**config.mk**
```make
export PLATFORM = sky130hd
export DESIGN_NAME = identity_query_responder
export DESIGN_NICKNAME = d
export VERILOG_FILES = /design/src/query_pkg.sv /design/src/request_parser.sv /design/src/text_store.sv /design/src/identity_query_responder.sv
export SDC_FILE = /design/constraint.sdc
export NUM_CORES = 1
export LEC_CHECK = 0
export BUFFER_PORTS_ARGS = -buffer_cell sky130_fd_sc_hd__buf_4
export CORE_AREA = 2 2 107 109
export CTS_CLUSTER_DIAMETER = 30
export CTS_CLUSTER_SIZE = 24
export DETAILED_ROUTE_END_ITERATION = 10
export DIE_AREA = 0 0 109 111
export SLEW_MARGIN = 20
export SYNTH_ARGS = -nofsm -noshare
export SYNTH_HDL_FRONTEND = slang
export SYNTH_SLANG_ARGS = --single-unit
```
**constraint.sdc**
```tcl
create_clock -name clk_sys -period 2.5 [get_ports clk_sys]
set_input_delay 0.5 -clock clk_sys [delete_from_list [all_inputs] [get_ports clk_sys]]
set_output_delay 0.5 -clock clk_sys [all_outputs]
set_load 0.03 [all_outputs]
```
**src/query_pkg.sv**
```systemverilog
package query_pkg;

  // ----------------------------------------------------------------
  // Command codes
  // ----------------------------------------------------------------
  localparam logic [7:0] CMD_VENDOR     = 8'h01;
  localparam logic [7:0] CMD_MODEL      = 8'h02;
  localparam logic [7:0] CMD_PRODUCT    = 8'h03;
  localparam logic [7:0] CMD_SERIAL     = 8'h04;
  localparam logic [7:0] CMD_CAM_VER    = 8'h05;
  localparam logic [7:0] CMD_CFG_VER    = 8'h06;
  localparam logic [7:0] CMD_MCU_VER    = 8'h40;

  // ----------------------------------------------------------------
  // Frame constants
  // ----------------------------------------------------------------
  localparam logic [7:0] LEN_TEXT       = 8'h10;
  localparam logic [7:0] LEN_VERSION    = 8'h03;
  localparam logic       FLAG_READ      = 1'b1;
  localparam logic       FLAG_REPLY     = 1'b0;
  localparam int         TEXT_BYTES     = 16;
  localparam logic [4:0] HDR_BYTES      = 5'h03;
  localparam logic [4:0] CNT_RESET      = 5'h00;

  // Byte stream element of request and reply frames
  typedef struct packed {
    logic [7:0] data;
    logic       last;
  } byte_beat_t;

  // One decoded query
  typedef struct packed {
    logic [7:0] command_identifier;
    logic [7:0] length;
  } query_t;

endpackage

```
**src/request_parser.sv**
```systemverilog
`timescale 1ns/100ps
`default_nettype none
module request_parser
  import query_pkg::*;
(
  input  wire logic       clk_sys,
  input  wire logic       nrst,
  input  wire logic       rx_valid,
  input  wire byte_beat_t rx_beat,
  output var  logic       query_valid,
  output var  query_t     query,
  input  wire logic       query_ready
);

  // ----------------------------------------------------------------
  // Header capture
  // ----------------------------------------------------------------
  logic [1:0] pos_reg;
  logic [7:0] cmd_reg;
  logic       flag_reg;
  logic       bad_reg;
  logic       pend_reg;
  query_t     query_reg;

  assign query_valid = pend_reg;
  assign query       = query_reg;

  always_ff @(posedge clk_sys) begin
    if (!nrst) begin
      pos_reg <= 2'h0;
    end else if (rx_valid) begin
      pos_reg <= rx_beat.last ? 2'h0 : ((pos_reg == 2'h3) ? 2'h3 : pos_reg + 2'h1);
    end
  end

  always_ff @(posedge clk_sys) begin
    if (!nrst) begin
      cmd_reg  <= 8'h00;
      flag_reg <= 1'b0;
      bad_reg  <= 1'b0;
    end else if (rx_valid) begin
      if (pos_reg == 2'h0) begin
        cmd_reg <= rx_beat.data;
      end
      if (pos_reg == 2'h1) begin
        flag_reg <= rx_beat.data[0];
      end
      // Data bytes on a read request spoil the frame
      bad_reg <= rx_beat.last ? 1'b0 : (pos_reg == 2'h2) | bad_reg;
    end
  end

  // A query waiting on a busy replier is dropped if a new one lands;
  // the host is expected to wait for each reply.
  always_ff @(posedge clk_sys) begin
    if (!nrst) begin
      pend_reg  <= 1'b0;
      query_reg <= '0;
    end else if (rx_valid && rx_beat.last && pos_reg == 2'h2 && !bad_reg &&
                 flag_reg == FLAG_READ) begin
      pend_reg  <= 1'b1;
      query_reg <= '{command_identifier: cmd_reg, length: rx_beat.data};
    end else if (query_ready) begin
      pend_reg <= 1'b0;
    end
  end

endmodule
`default_nettype wire

```
**src/text_store.sv**
```systemverilog
`timescale 1ns/100ps
`default_nettype none
module text_store
  import query_pkg::*;
#(
  parameter int TEXT_LEN = TEXT_BYTES
) (
  input  wire logic [1:0]            sel,
  input  wire logic [3:0]            index,
  input  wire logic [TEXT_LEN*8-1:0] vendor_text,
  input  wire logic [TEXT_LEN*8-1:0] model_text,
  input  wire logic [TEXT_LEN*8-1:0] product_text,
  input  wire logic [TEXT_LEN*8-1:0] serial_text,
  output logic      [7:0]            text_byte
);

  // ----------------------------------------------------------------
  // Byte pick, first character in the top byte
  // ----------------------------------------------------------------
  function automatic logic [7:0] pick(input logic [TEXT_LEN*8-1:0] s,
                                      input logic [3:0] i);
    pick = s[(TEXT_LEN-1-int'(i))*8 +: 8];
  endfunction

  // Strings shorter than 16 carry a zero pad, so the terminator falls out
  always_comb begin
    case (sel)
      2'h0:    text_byte = pick(vendor_text, index);
      2'h1:    text_byte = pick(model_text, index);
      2'h2:    text_byte = pick(product_text, index);
      default: text_byte = pick(serial_text, index);
    endcase
  end

endmodule
`default_nettype wire

```
**src/identity_query_responder.sv**
```systemverilog
// Summary of operation
// - Command 0x01 length 16 replies same code with 16 vendor name bytes.
// - Short text ends with a zero byte; full 16-byte text has none.
// - Command 0x02 length 16 replies 16 bytes of model number.
// - Command 0x03 length 16 replies 16 bytes of product ID.
// - Command 0x04 length 16 replies 16 bytes of serial number.
// - Command 0x05 length 3 replies camera version, third byte layout ID.
// - Camera version sends low BCD byte first, high BCD byte second.
// - Command 0x06 length 3 replies config-memory firmware version record.
// - Command 0x40 length 3 replies microcontroller firmware version record.
// - Firmware records send low byte first, high byte second.
// - Requests carry flag 1 and no data; replies carry flag 0.
`timescale 1ns/100ps
`default_nettype none
module identity_query_responder
  import query_pkg::*;
#(
  parameter logic [127:0] VENDOR_TEXT  = 128'h56454E444F52000000000000000000_00,
  parameter logic [127:0] MODEL_TEXT   = 128'h4D4F44454C0000000000000000000000,
  parameter logic [127:0] PRODUCT_TEXT = 128'h30303030303000000000000000000000,
  parameter logic [127:0] SERIAL_TEXT  = 128'h30303030303030300000000000000000,
  parameter logic [15:0]  CAM_VER      = 16'h0100,
  parameter logic [15:0]  CFG_VER      = 16'h0100,
  parameter logic [15:0]  MCU_VER      = 16'h0100,
  parameter logic [7:0]   LAYOUT_ID    = 8'h01
) (
  input  wire logic       clk_sys,
  input  wire logic       nrst,
  input  wire logic       rx_valid,
  input  wire byte_beat_t rx_beat,
  output var  logic       tx_valid,
  output var  byte_beat_t tx_beat,
  input  wire logic       tx_ready
);

  // ----------------------------------------------------------------
  // States
  // ----------------------------------------------------------------
  typedef enum logic [1:0] {
    ST_IDLE = 2'b00,
    ST_HDR  = 2'b01,
    ST_DATA = 2'b10
  } state_t;

  state_t     state_reg;
  state_t     state_next;
  logic       query_valid;
  query_t     query;
  logic       query_ready;
  logic [7:0] cmd_reg;
  logic [7:0] len_reg;
  logic [4:0] cnt_reg;
  logic       text_reg;
  logic [1:0] sel_reg;
  logic [7:0] text_byte;
  logic       known;
  logic       is_text;
  logic [7:0] data_byte;
  byte_beat_t beat_next;
  logic       beat_valid_reg;
  byte_beat_t beat_reg;

  // ----------------------------------------------------------------
  // Submodules
  // ----------------------------------------------------------------
  request_parser u_parser (
    .clk_sys     (clk_sys),
    .nrst        (nrst),
    .rx_valid    (rx_valid),
    .rx_beat     (rx_beat),
    .query_valid (query_valid),
    .query       (query),
    .query_ready (query_ready)
  );

  text_store #(
    .TEXT_LEN (TEXT_BYTES)
  ) u_text (
    .sel          (sel_reg),
    .index        (cnt_reg[3:0]),
    .vendor_text  (VENDOR_TEXT),
    .model_text   (MODEL_TEXT),
    .product_text (PRODUCT_TEXT),
    .serial_text  (SERIAL_TEXT),
    .text_byte    (text_byte)
  );

  // ----------------------------------------------------------------
  // Command decode
  // ----------------------------------------------------------------
  // Only the exact code and length pair is answered; anything else is
  // swallowed silently, as an unknown query has no defined reply.
  always_comb begin
    known   = 1'b0;
    is_text = 1'b0;
    case (query.command_identifier)
      CMD_VENDOR, CMD_MODEL, CMD_PRODUCT, CMD_SERIAL: begin
        known   = (query.length == LEN_TEXT);
        is_text = 1'b1;
      end
      CMD_CAM_VER, CMD_CFG_VER, CMD_MCU_VER: begin
        known = (query.length == LEN_VERSION);
      end
      default: begin
        known = 1'b0;
      end
    endcase
  end

  assign query_ready = (state_reg == ST_IDLE);

  // ----------------------------------------------------------------
  // Version record bytes
  // ----------------------------------------------------------------
  function automatic logic [7:0] ver_byte(input logic [15:0] v,
                                          input logic [4:0] i,
                                          input logic [7:0] lid);
    case (i)
      5'h00:   ver_byte = v[7:0];
      5'h01:   ver_byte = v[15:8];
      default: ver_byte = lid;
    endcase
  endfunction

  always_comb begin
    case (cmd_reg)
      CMD_CAM_VER: data_byte = ver_byte(CAM_VER, cnt_reg, LAYOUT_ID);
      CMD_CFG_VER: data_byte = ver_byte(CFG_VER, cnt_reg, LAYOUT_ID);
      CMD_MCU_VER: data_byte = ver_byte(MCU_VER, cnt_reg, LAYOUT_ID);
      default:     data_byte = text_byte;
    endcase
  end

  // ----------------------------------------------------------------
  // Sequencer
  // ----------------------------------------------------------------
  // One output register stage: a byte is loaded only when the slot is
  // empty or drains this cycle, so back-pressure stalls the counter.
  logic slot_free;
  assign slot_free = !beat_valid_reg || tx_ready;

  always_comb begin
    state_next = state_reg;
    beat_next  = '{data: 8'h00, last: 1'b0};
    case (state_reg)
      ST_IDLE: begin
        if (query_valid && known) begin
          state_next = ST_HDR;
        end
      end
      ST_HDR: begin
        case (cnt_reg)
          5'h00:   beat_next.data = cmd_reg;
          5'h01:   beat_next.data = {7'h00, FLAG_REPLY};
          default: beat_next.data = len_reg;
        endcase
        if (slot_free && cnt_reg == HDR_BYTES - 5'h01) begin
          state_next = ST_DATA;
        end
      end
      ST_DATA: begin
        beat_next.data = data_byte;
        beat_next.last = (cnt_reg == len_reg[4:0] - 5'h01);
        if (slot_free && beat_next.last) begin
          state_next = ST_IDLE;
        end
      end
      default: begin
        state_next = ST_IDLE;
      end
    endcase
  end

  always_ff @(posedge clk_sys) begin
    if (!nrst) begin
      state_reg <= ST_IDLE;
    end else begin
      state_reg <= state_next;
    end
  end

  always_ff @(posedge clk_sys) begin
    if (!nrst) begin
      cmd_reg  <= 8'h00;
      len_reg  <= 8'h00;
      text_reg <= 1'b0;
      sel_reg  <= 2'h0;
    end else if (state_reg == ST_IDLE && query_valid && known) begin
      cmd_reg  <= query.command_identifier;
      len_reg  <= query.length;
      text_reg <= is_text;
      sel_reg  <= query.command_identifier[1:0] - 2'h1;
    end
  end

  always_ff @(posedge clk_sys) begin
    if (!nrst) begin
      cnt_reg <= CNT_RESET;
    end else if (state_reg == ST_IDLE) begin
      cnt_reg <= CNT_RESET;
    end else if (slot_free) begin
      cnt_reg <= (state_next != state_reg) ? CNT_RESET : cnt_reg + 5'h01;
    end
  end

  // ----------------------------------------------------------------
  // Output stage
  // ----------------------------------------------------------------
  always_ff @(posedge clk_sys) begin
    if (!nrst) begin
      beat_valid_reg <= 1'b0;
      beat_reg       <= '0;
    end else if (slot_free) begin
      beat_valid_reg <= (state_reg != ST_IDLE);
      beat_reg       <= beat_next;
    end
  end

  assign tx_valid = beat_valid_reg;
  assign tx_beat  = beat_reg;

endmodule
`default_nettype wire

```
* Yosys cells after proc, flatten, opt, wreduce, memory -nomap -nowiden
Index checks and enable logic that the tools add are counted.
** Storage, ports and cells
- Register bits :: 64
- Input bits :: 13
** Operators by class
- Add/sub/neg operators :: 5
- Equal/unequal tests :: 23
- Shift-type cells :: 4
- Multiplexer cells :: 17
- Bitwise gates (word level) :: 2
- Reductions and logical operators :: 24
** Operator list (number)
- 128-bit by 8-bit indexed part select with 8-bit output, first input constant :: 4
- 8-bit by 3-bit equality test with 1-bit output, second input constant :: 5
- 8-bit case mux with 2 select lines :: 2
- 8-bit by 2-bit equality test with 1-bit output, second input constant :: 3
- 8-bit case mux with 3 select lines :: 1
- 8-bit by 7-bit equality test with 1-bit output, second input constant :: 2
- 2-bit 2-to-1 mux :: 5
- 1-bit logical AND :: 9
- 2-bit equality test, second input constant :: 4
- 8-bit by 1-bit equality test with 1-bit output, second input constant :: 1
- 8-bit by 5-bit equality test with 1-bit output, second input constant :: 1
- 8-bit 2-to-1 mux :: 1
- 2-bit by 1-bit equality test with 1-bit output, second input constant :: 3
- 2-bit zero test :: 3
- 2-bit case mux with 3 select lines :: 1
- 3-bit OR reduction :: 2
- 5-bit by 1-bit adder with 5-bit output, second input constant :: 1
- 5-bit by 1-bit equality test with 1-bit output, second input constant :: 1
- 5-bit by 2-bit equality test with 1-bit output, second input constant :: 1
- 5-bit equality test :: 1
- 5-bit zero test :: 1
- 1-bit 2-to-1 mux :: 5
- 5-bit 2-to-1 mux :: 1
- 4-bit by 4-bit subtractor with 5-bit output, first input constant :: 1
- 13 further kinds :: 16

* Logic depth before layout (Yosys ltp)
- Depth after elaboration :: 8
- Gate-level depth with buffers :: 9

* Hierarchy
From an unflattened synthesis, not the netlist that was laid out.
** Second synthesis, totals
- Cell total of the unflattened synthesis :: 738
- Area, all modules :: 7490.9 µm²
** By module, submodules not included
- text_store :: times used 1, cells each 386, area each 4262.8 µm², seq. area each 0.0 µm²
- identity_query_responder :: times used 1, cells each 232, area each 2052.0 µm², seq. area each 700.7 µm²
- request_parser :: times used 1, cells each 120, area each 1176.1 µm², seq. area each 580.6 µm²

* Worst setup path before layout
Ideal clock, no wire load.
- Path kind :: register to register
- From :: reg u_parser.query_reg, in the netlist u_parser.query[8]
- To :: reg cmd_reg[0]
- Setup time :: 116 ps
- Arrival time :: 1818 ps
- Required time :: 2384 ps
- Path slack :: 566 ps
- Stages on the path, launching flop included :: 10
- Period minus slack after synthesis :: 1934 ps
- Path through :: dfxtp_1 > inv_1 > ha_1 > or4_1 > o2111ai_2 > o22ai_1 > nand3_2 > buf_6 > mux2i_1 > nor2b_1
** Between the ends
- Word-level cells in the longest chain between the ends :: 4
** Ends and longest elaborated chain
- start, declared :: line request_parser.sv:23 : query_t query_reg;
- start signal, assigned :: line request_parser.sv:62 : query_reg <= '{command_identifier: cmd_reg, length: rx_beat.data};
- 8-bit by 1-bit equality test with 1-bit output (tied with other cells)
- 4-bit OR reduction / 3-bit OR reduction (equally long branches)
- 1-bit case mux with 2 select lines :: line identity_query_responder.sv:96 : case (query.command_identifier)
- 1-bit logical AND :: line identity_query_responder.sv:188 : end else if (state_reg == ST_IDLE && query_valid && known) begin
- end signal, assigned :: line identity_query_responder.sv:189 : cmd_reg <= query.command_identifier;
- end, declared :: line identity_query_responder.sv:50 : logic [7:0] cmd_reg;
Several ways; a longest one is shown, not always the timed one.
A chain may end at the register's enable or synchronous reset.

* Final worst setup path
- From :: reg u_parser.query_reg, in the netlist u_parser.query[8]
- To :: reg sel_reg[0]
** Between the ends
- Word-level cells in the longest chain between the ends :: 4
** Ends and longest elaborated chain
- 8-bit by 1-bit equality test with 1-bit output (tied with other cells)
- 4-bit OR reduction / 3-bit OR reduction (equally long branches)
- 1-bit case mux with 2 select lines :: line identity_query_responder.sv:96
- 1-bit logical AND :: line identity_query_responder.sv:188
- end signal, assigned :: line identity_query_responder.sv:192 : sel_reg <= query.command_identifier[1:0] - 2'h1;
- end, declared :: line identity_query_responder.sv:54 : logic [1:0] sel_reg;
Several ways; a longest one is shown, not always the timed one.

==> run summary <==
Total negative setup slack -> 0 ns
WL final -> 6840 um
# setup viols final -> 0
Slew headroom -> 0.594
Worst hold endpoint -> u_parser.cmd_reg[7]
Residual DRC count -> 0
N_diodes -> 0
Row count -> 39
Top-area cell type share of the netlist area -> 0.396
Total Routing Usage GR -> 0.120
Mean Syn Cell Area -> 9.44 um^2
Part of the power in registers -> 0.444
ANT nets after route -> 0
Flop2flop setup slack -> 0.25 ns
Post-Synthesis Cell Area -> 3240 um^2
Pin count of the biggest net entering global routing -> 59
Core area -> 11100 um^2
Max stage delay on crit path -> 0.49 ns
Cts hold-fix bufs -> 0
CP arrival -> 2.52 ns
Synth top area cells -> dfxtp_1 (40%), mux2i_1 (11%), nor2b_1 (7.2%)
Ys async rst share -> 0
Max VDD drop -> 0.360 mV
Slew of the pin with the lowest slew margin -> 0.605 ns
Layout cells sized above 1 -> 0.154
Max Root-Sink Buffers -> 2
Vias in the first global route -> 2396
Slew Limit Fails -> 0
Iteration-0 DRC count of the detailed router -> 67
Fin crit share -> 0.900
Quantity of gates resized following cts -> 0
Crit end category -> register
Post-layout min period -> 2.25 ns
Status -> finished clean
Net Switching -> 500 uW
Syn Nets -> 369
Die Y -> 111 um
Sequential share of the synthesized area -> 0.396
Yosys top cell by area -> dfxtp_1
Crit start category -> register
Crit Path Class -> register to register
IO Pins -> 23
Power Dens Cells -> 610 nW/um^2
Vias -> 2441
Worst Skew -> 0.00735 ns
Gate power share -> 0.030
Clk sinks -> 64
Post-DP HPWL -> 4890 um
CTS tree -> built
First-pass GRT wire length -> 11500 um
Die width -> 109 um
Hold depth -> 3
Leak -> 1.45 nW
Routed WL per cell -> 13.4 um
R2R depth -> 8
Max cap viols -> 0
Die Footprint -> 12100 um^2
R2R Path Start -> u_parser.query[8]
CTS Root Cell -> clkbuf_16
CTS H-Tree Depth -> 3
RR Endpoint -> sel_reg[0]
Yosys warns -> 0
Maximum fanout along the worst path -> 19
Syn-to-layout area delta -> 18.5%
Number of CTS-inserted buffers -> 9
Cell variety after synth -> 57
Post-CTS setup buffers -> 0
EDFF count, synth -> 0
HP Class -> input pin to register
Data required time at the worst endpoint -> 2.77 ns
Hold Vio Cnt, Final -> 0
Starting density of the core -> 0.292
Hold Startpoint -> rx_beat[8]
Ys flop type -> dfxtp_1
Initial antenna violation count -> 0
Post-layout power -> 2.34 mW
Worst skew pair latency -> 0.33 ns
Crit path cell chain -> inv_1 -> ha_1 -> or4_1 -> o2111ai_2 -> o22ai_1 -> nand3_2 -> mux2i_1 -> and2_1
Final net count -> 390
Vias per cell -> 4.77
CP max-delay cell -> or4_1
Power Internal -> 1.84 mW
Max reg flops -> 16
TritonRoute pass-1 iters -> 4
Placer Congestion -> 0.802
Global route overflow -> 0
FMAX -> 445 MHz
Reg clk slew, reported paths -> 0.06 ns
Gate Count Post-Synth -> 343
Number of buffers added on ports -> 22
Switching Share -> 0.214
RSZ-0062 raised after global routing -> false
Seq cells post-synth -> 64
Clk network pwr share -> 0.527
Yosys cell counts (all sizes together) (9+ instances only):
master   n
nor2b   37
and2    10
inv     16
buf     10
and3     9
nand2   22
nor2    10
a21oi   11
a22oi    9
dfxtp   64
ha      13
mux2i   36
o21ai   12
critical path, delay by kind of cell (launching register included):
kind,cells,cell delay (ns)
compound gates,2,0.26
simple gates,3,0.98
mux,1,0.22
flops,1,0.42
buf+inv,1,0.09
fa+ha+maj,1,0.21
worst max path at each step:
stage / startpoint / end / slack (ns)
finish: u_parser.query[8] / sel_reg[0] / 0.25
global route: u_parser.query[8] / len_reg[0] / 0.07
CTS: u_parser.query[8] / sel_reg[0] / 0.23
detailed placement: u_parser.query[8] / sel_reg[0] / 0.25
global placement: u_parser.query[8] / cmd_reg[0] / 0.34
floorplan: u_parser.query[8] / cmd_reg[0] / 0.57
routing by layer:
layer  global-route usage  routed length, um  up-vias
met5                    0                  0        -
met4               0.0556                133        0
met3               0.0259                245       12
met2                0.188               3280       40
met1                0.157               3190     1137
li1                     -                  -     1252
metrics by stage:
step	setup WS, ns	instances	area [um^2]	utilization	hold WS, ns
6_report	0.250	512	3840	0.346	0.444
5_1_grt	0.0719	512	3840	0.346	0.444
4_1_cts	0.234	512	3840	0.346	0.436
3_5_place_dp	0.245	496	3540	0.319	0.450
3_3_place_gp	0.338	496	3540	0.319	0.449
2_1_floorplan	0.566	343	3240	-	0.424
cell usage in the layout, fill, tap and decap left out, types with 2 or more instances in the layout:
cell type / instances
dfxtp_1: 64
nor2b_1: 37
mux2i_1: 36
buf_4: 28
nand2_1: 22
inv_1: 16
ha_1: 13
a21oi_1: 11
and2_1: 10
nor2_1: 10
a22oi_1: 9
o21ai_0: 9
and3_1: 9
clkbuf_16: 9
xor2_1: 6
nor3_1: 5
nand3b_1: 5
o221ai_1: 5
nand2b_1: 4
nand3_1: 4
xnor2_1: 4
o21a_1: 4
nand4_1: 3
nor3_2: 2
o21ai_1: 2
nor3b_1: 2
o31a_1: 2
or3_1: 2
nor4_1: 2
o31ai_2: 2
or2_2: 2
clkinv_4: 2
clkinv_2: 2
clkinvlp_4: 2
power groups by stage:
| stage | logic (mW) | registers (mW) | clock network [mW] |
|---|---|---|---|
| after CTS | 0.0708 | 1.04 | 1.26 |
| final | 0.0695 | 1.04 | 1.23 |
| after floorplan | 0.0429 | 1.06 | 0 |
| after global routing | 0.0765 | 1.04 | 1.31 |
| after global placement | 0.0693 | 1.06 | 0 |
| after detailed placement | 0.0706 | 1.06 | 0 |
cell type report:
class | instances | area (um^2)
repair buffers | 28 | 210
fillers | 1142 | 7240
clock buffers | 9 | 225
multi-input cells | 245 | 1810
clock inverters | 7 | 72.6
inverters | 16 | 60.1
flip-flops and latches | 64 | 1280
well taps | 143 | 179
kinds of logic after synthesis:
group	after synthesis	synth area share
AOI/OAI and AO/OA	58	0.132
xor gates and xnor gates	11	0.0340
adders and majority gates	14	0.0533
buffers and inverters	34	0.0472
DFF	64	0.396
muxes	36	0.111
and+or+nand+nor	126	0.226
No activity file was read; power rests on OpenSTA's default activity.
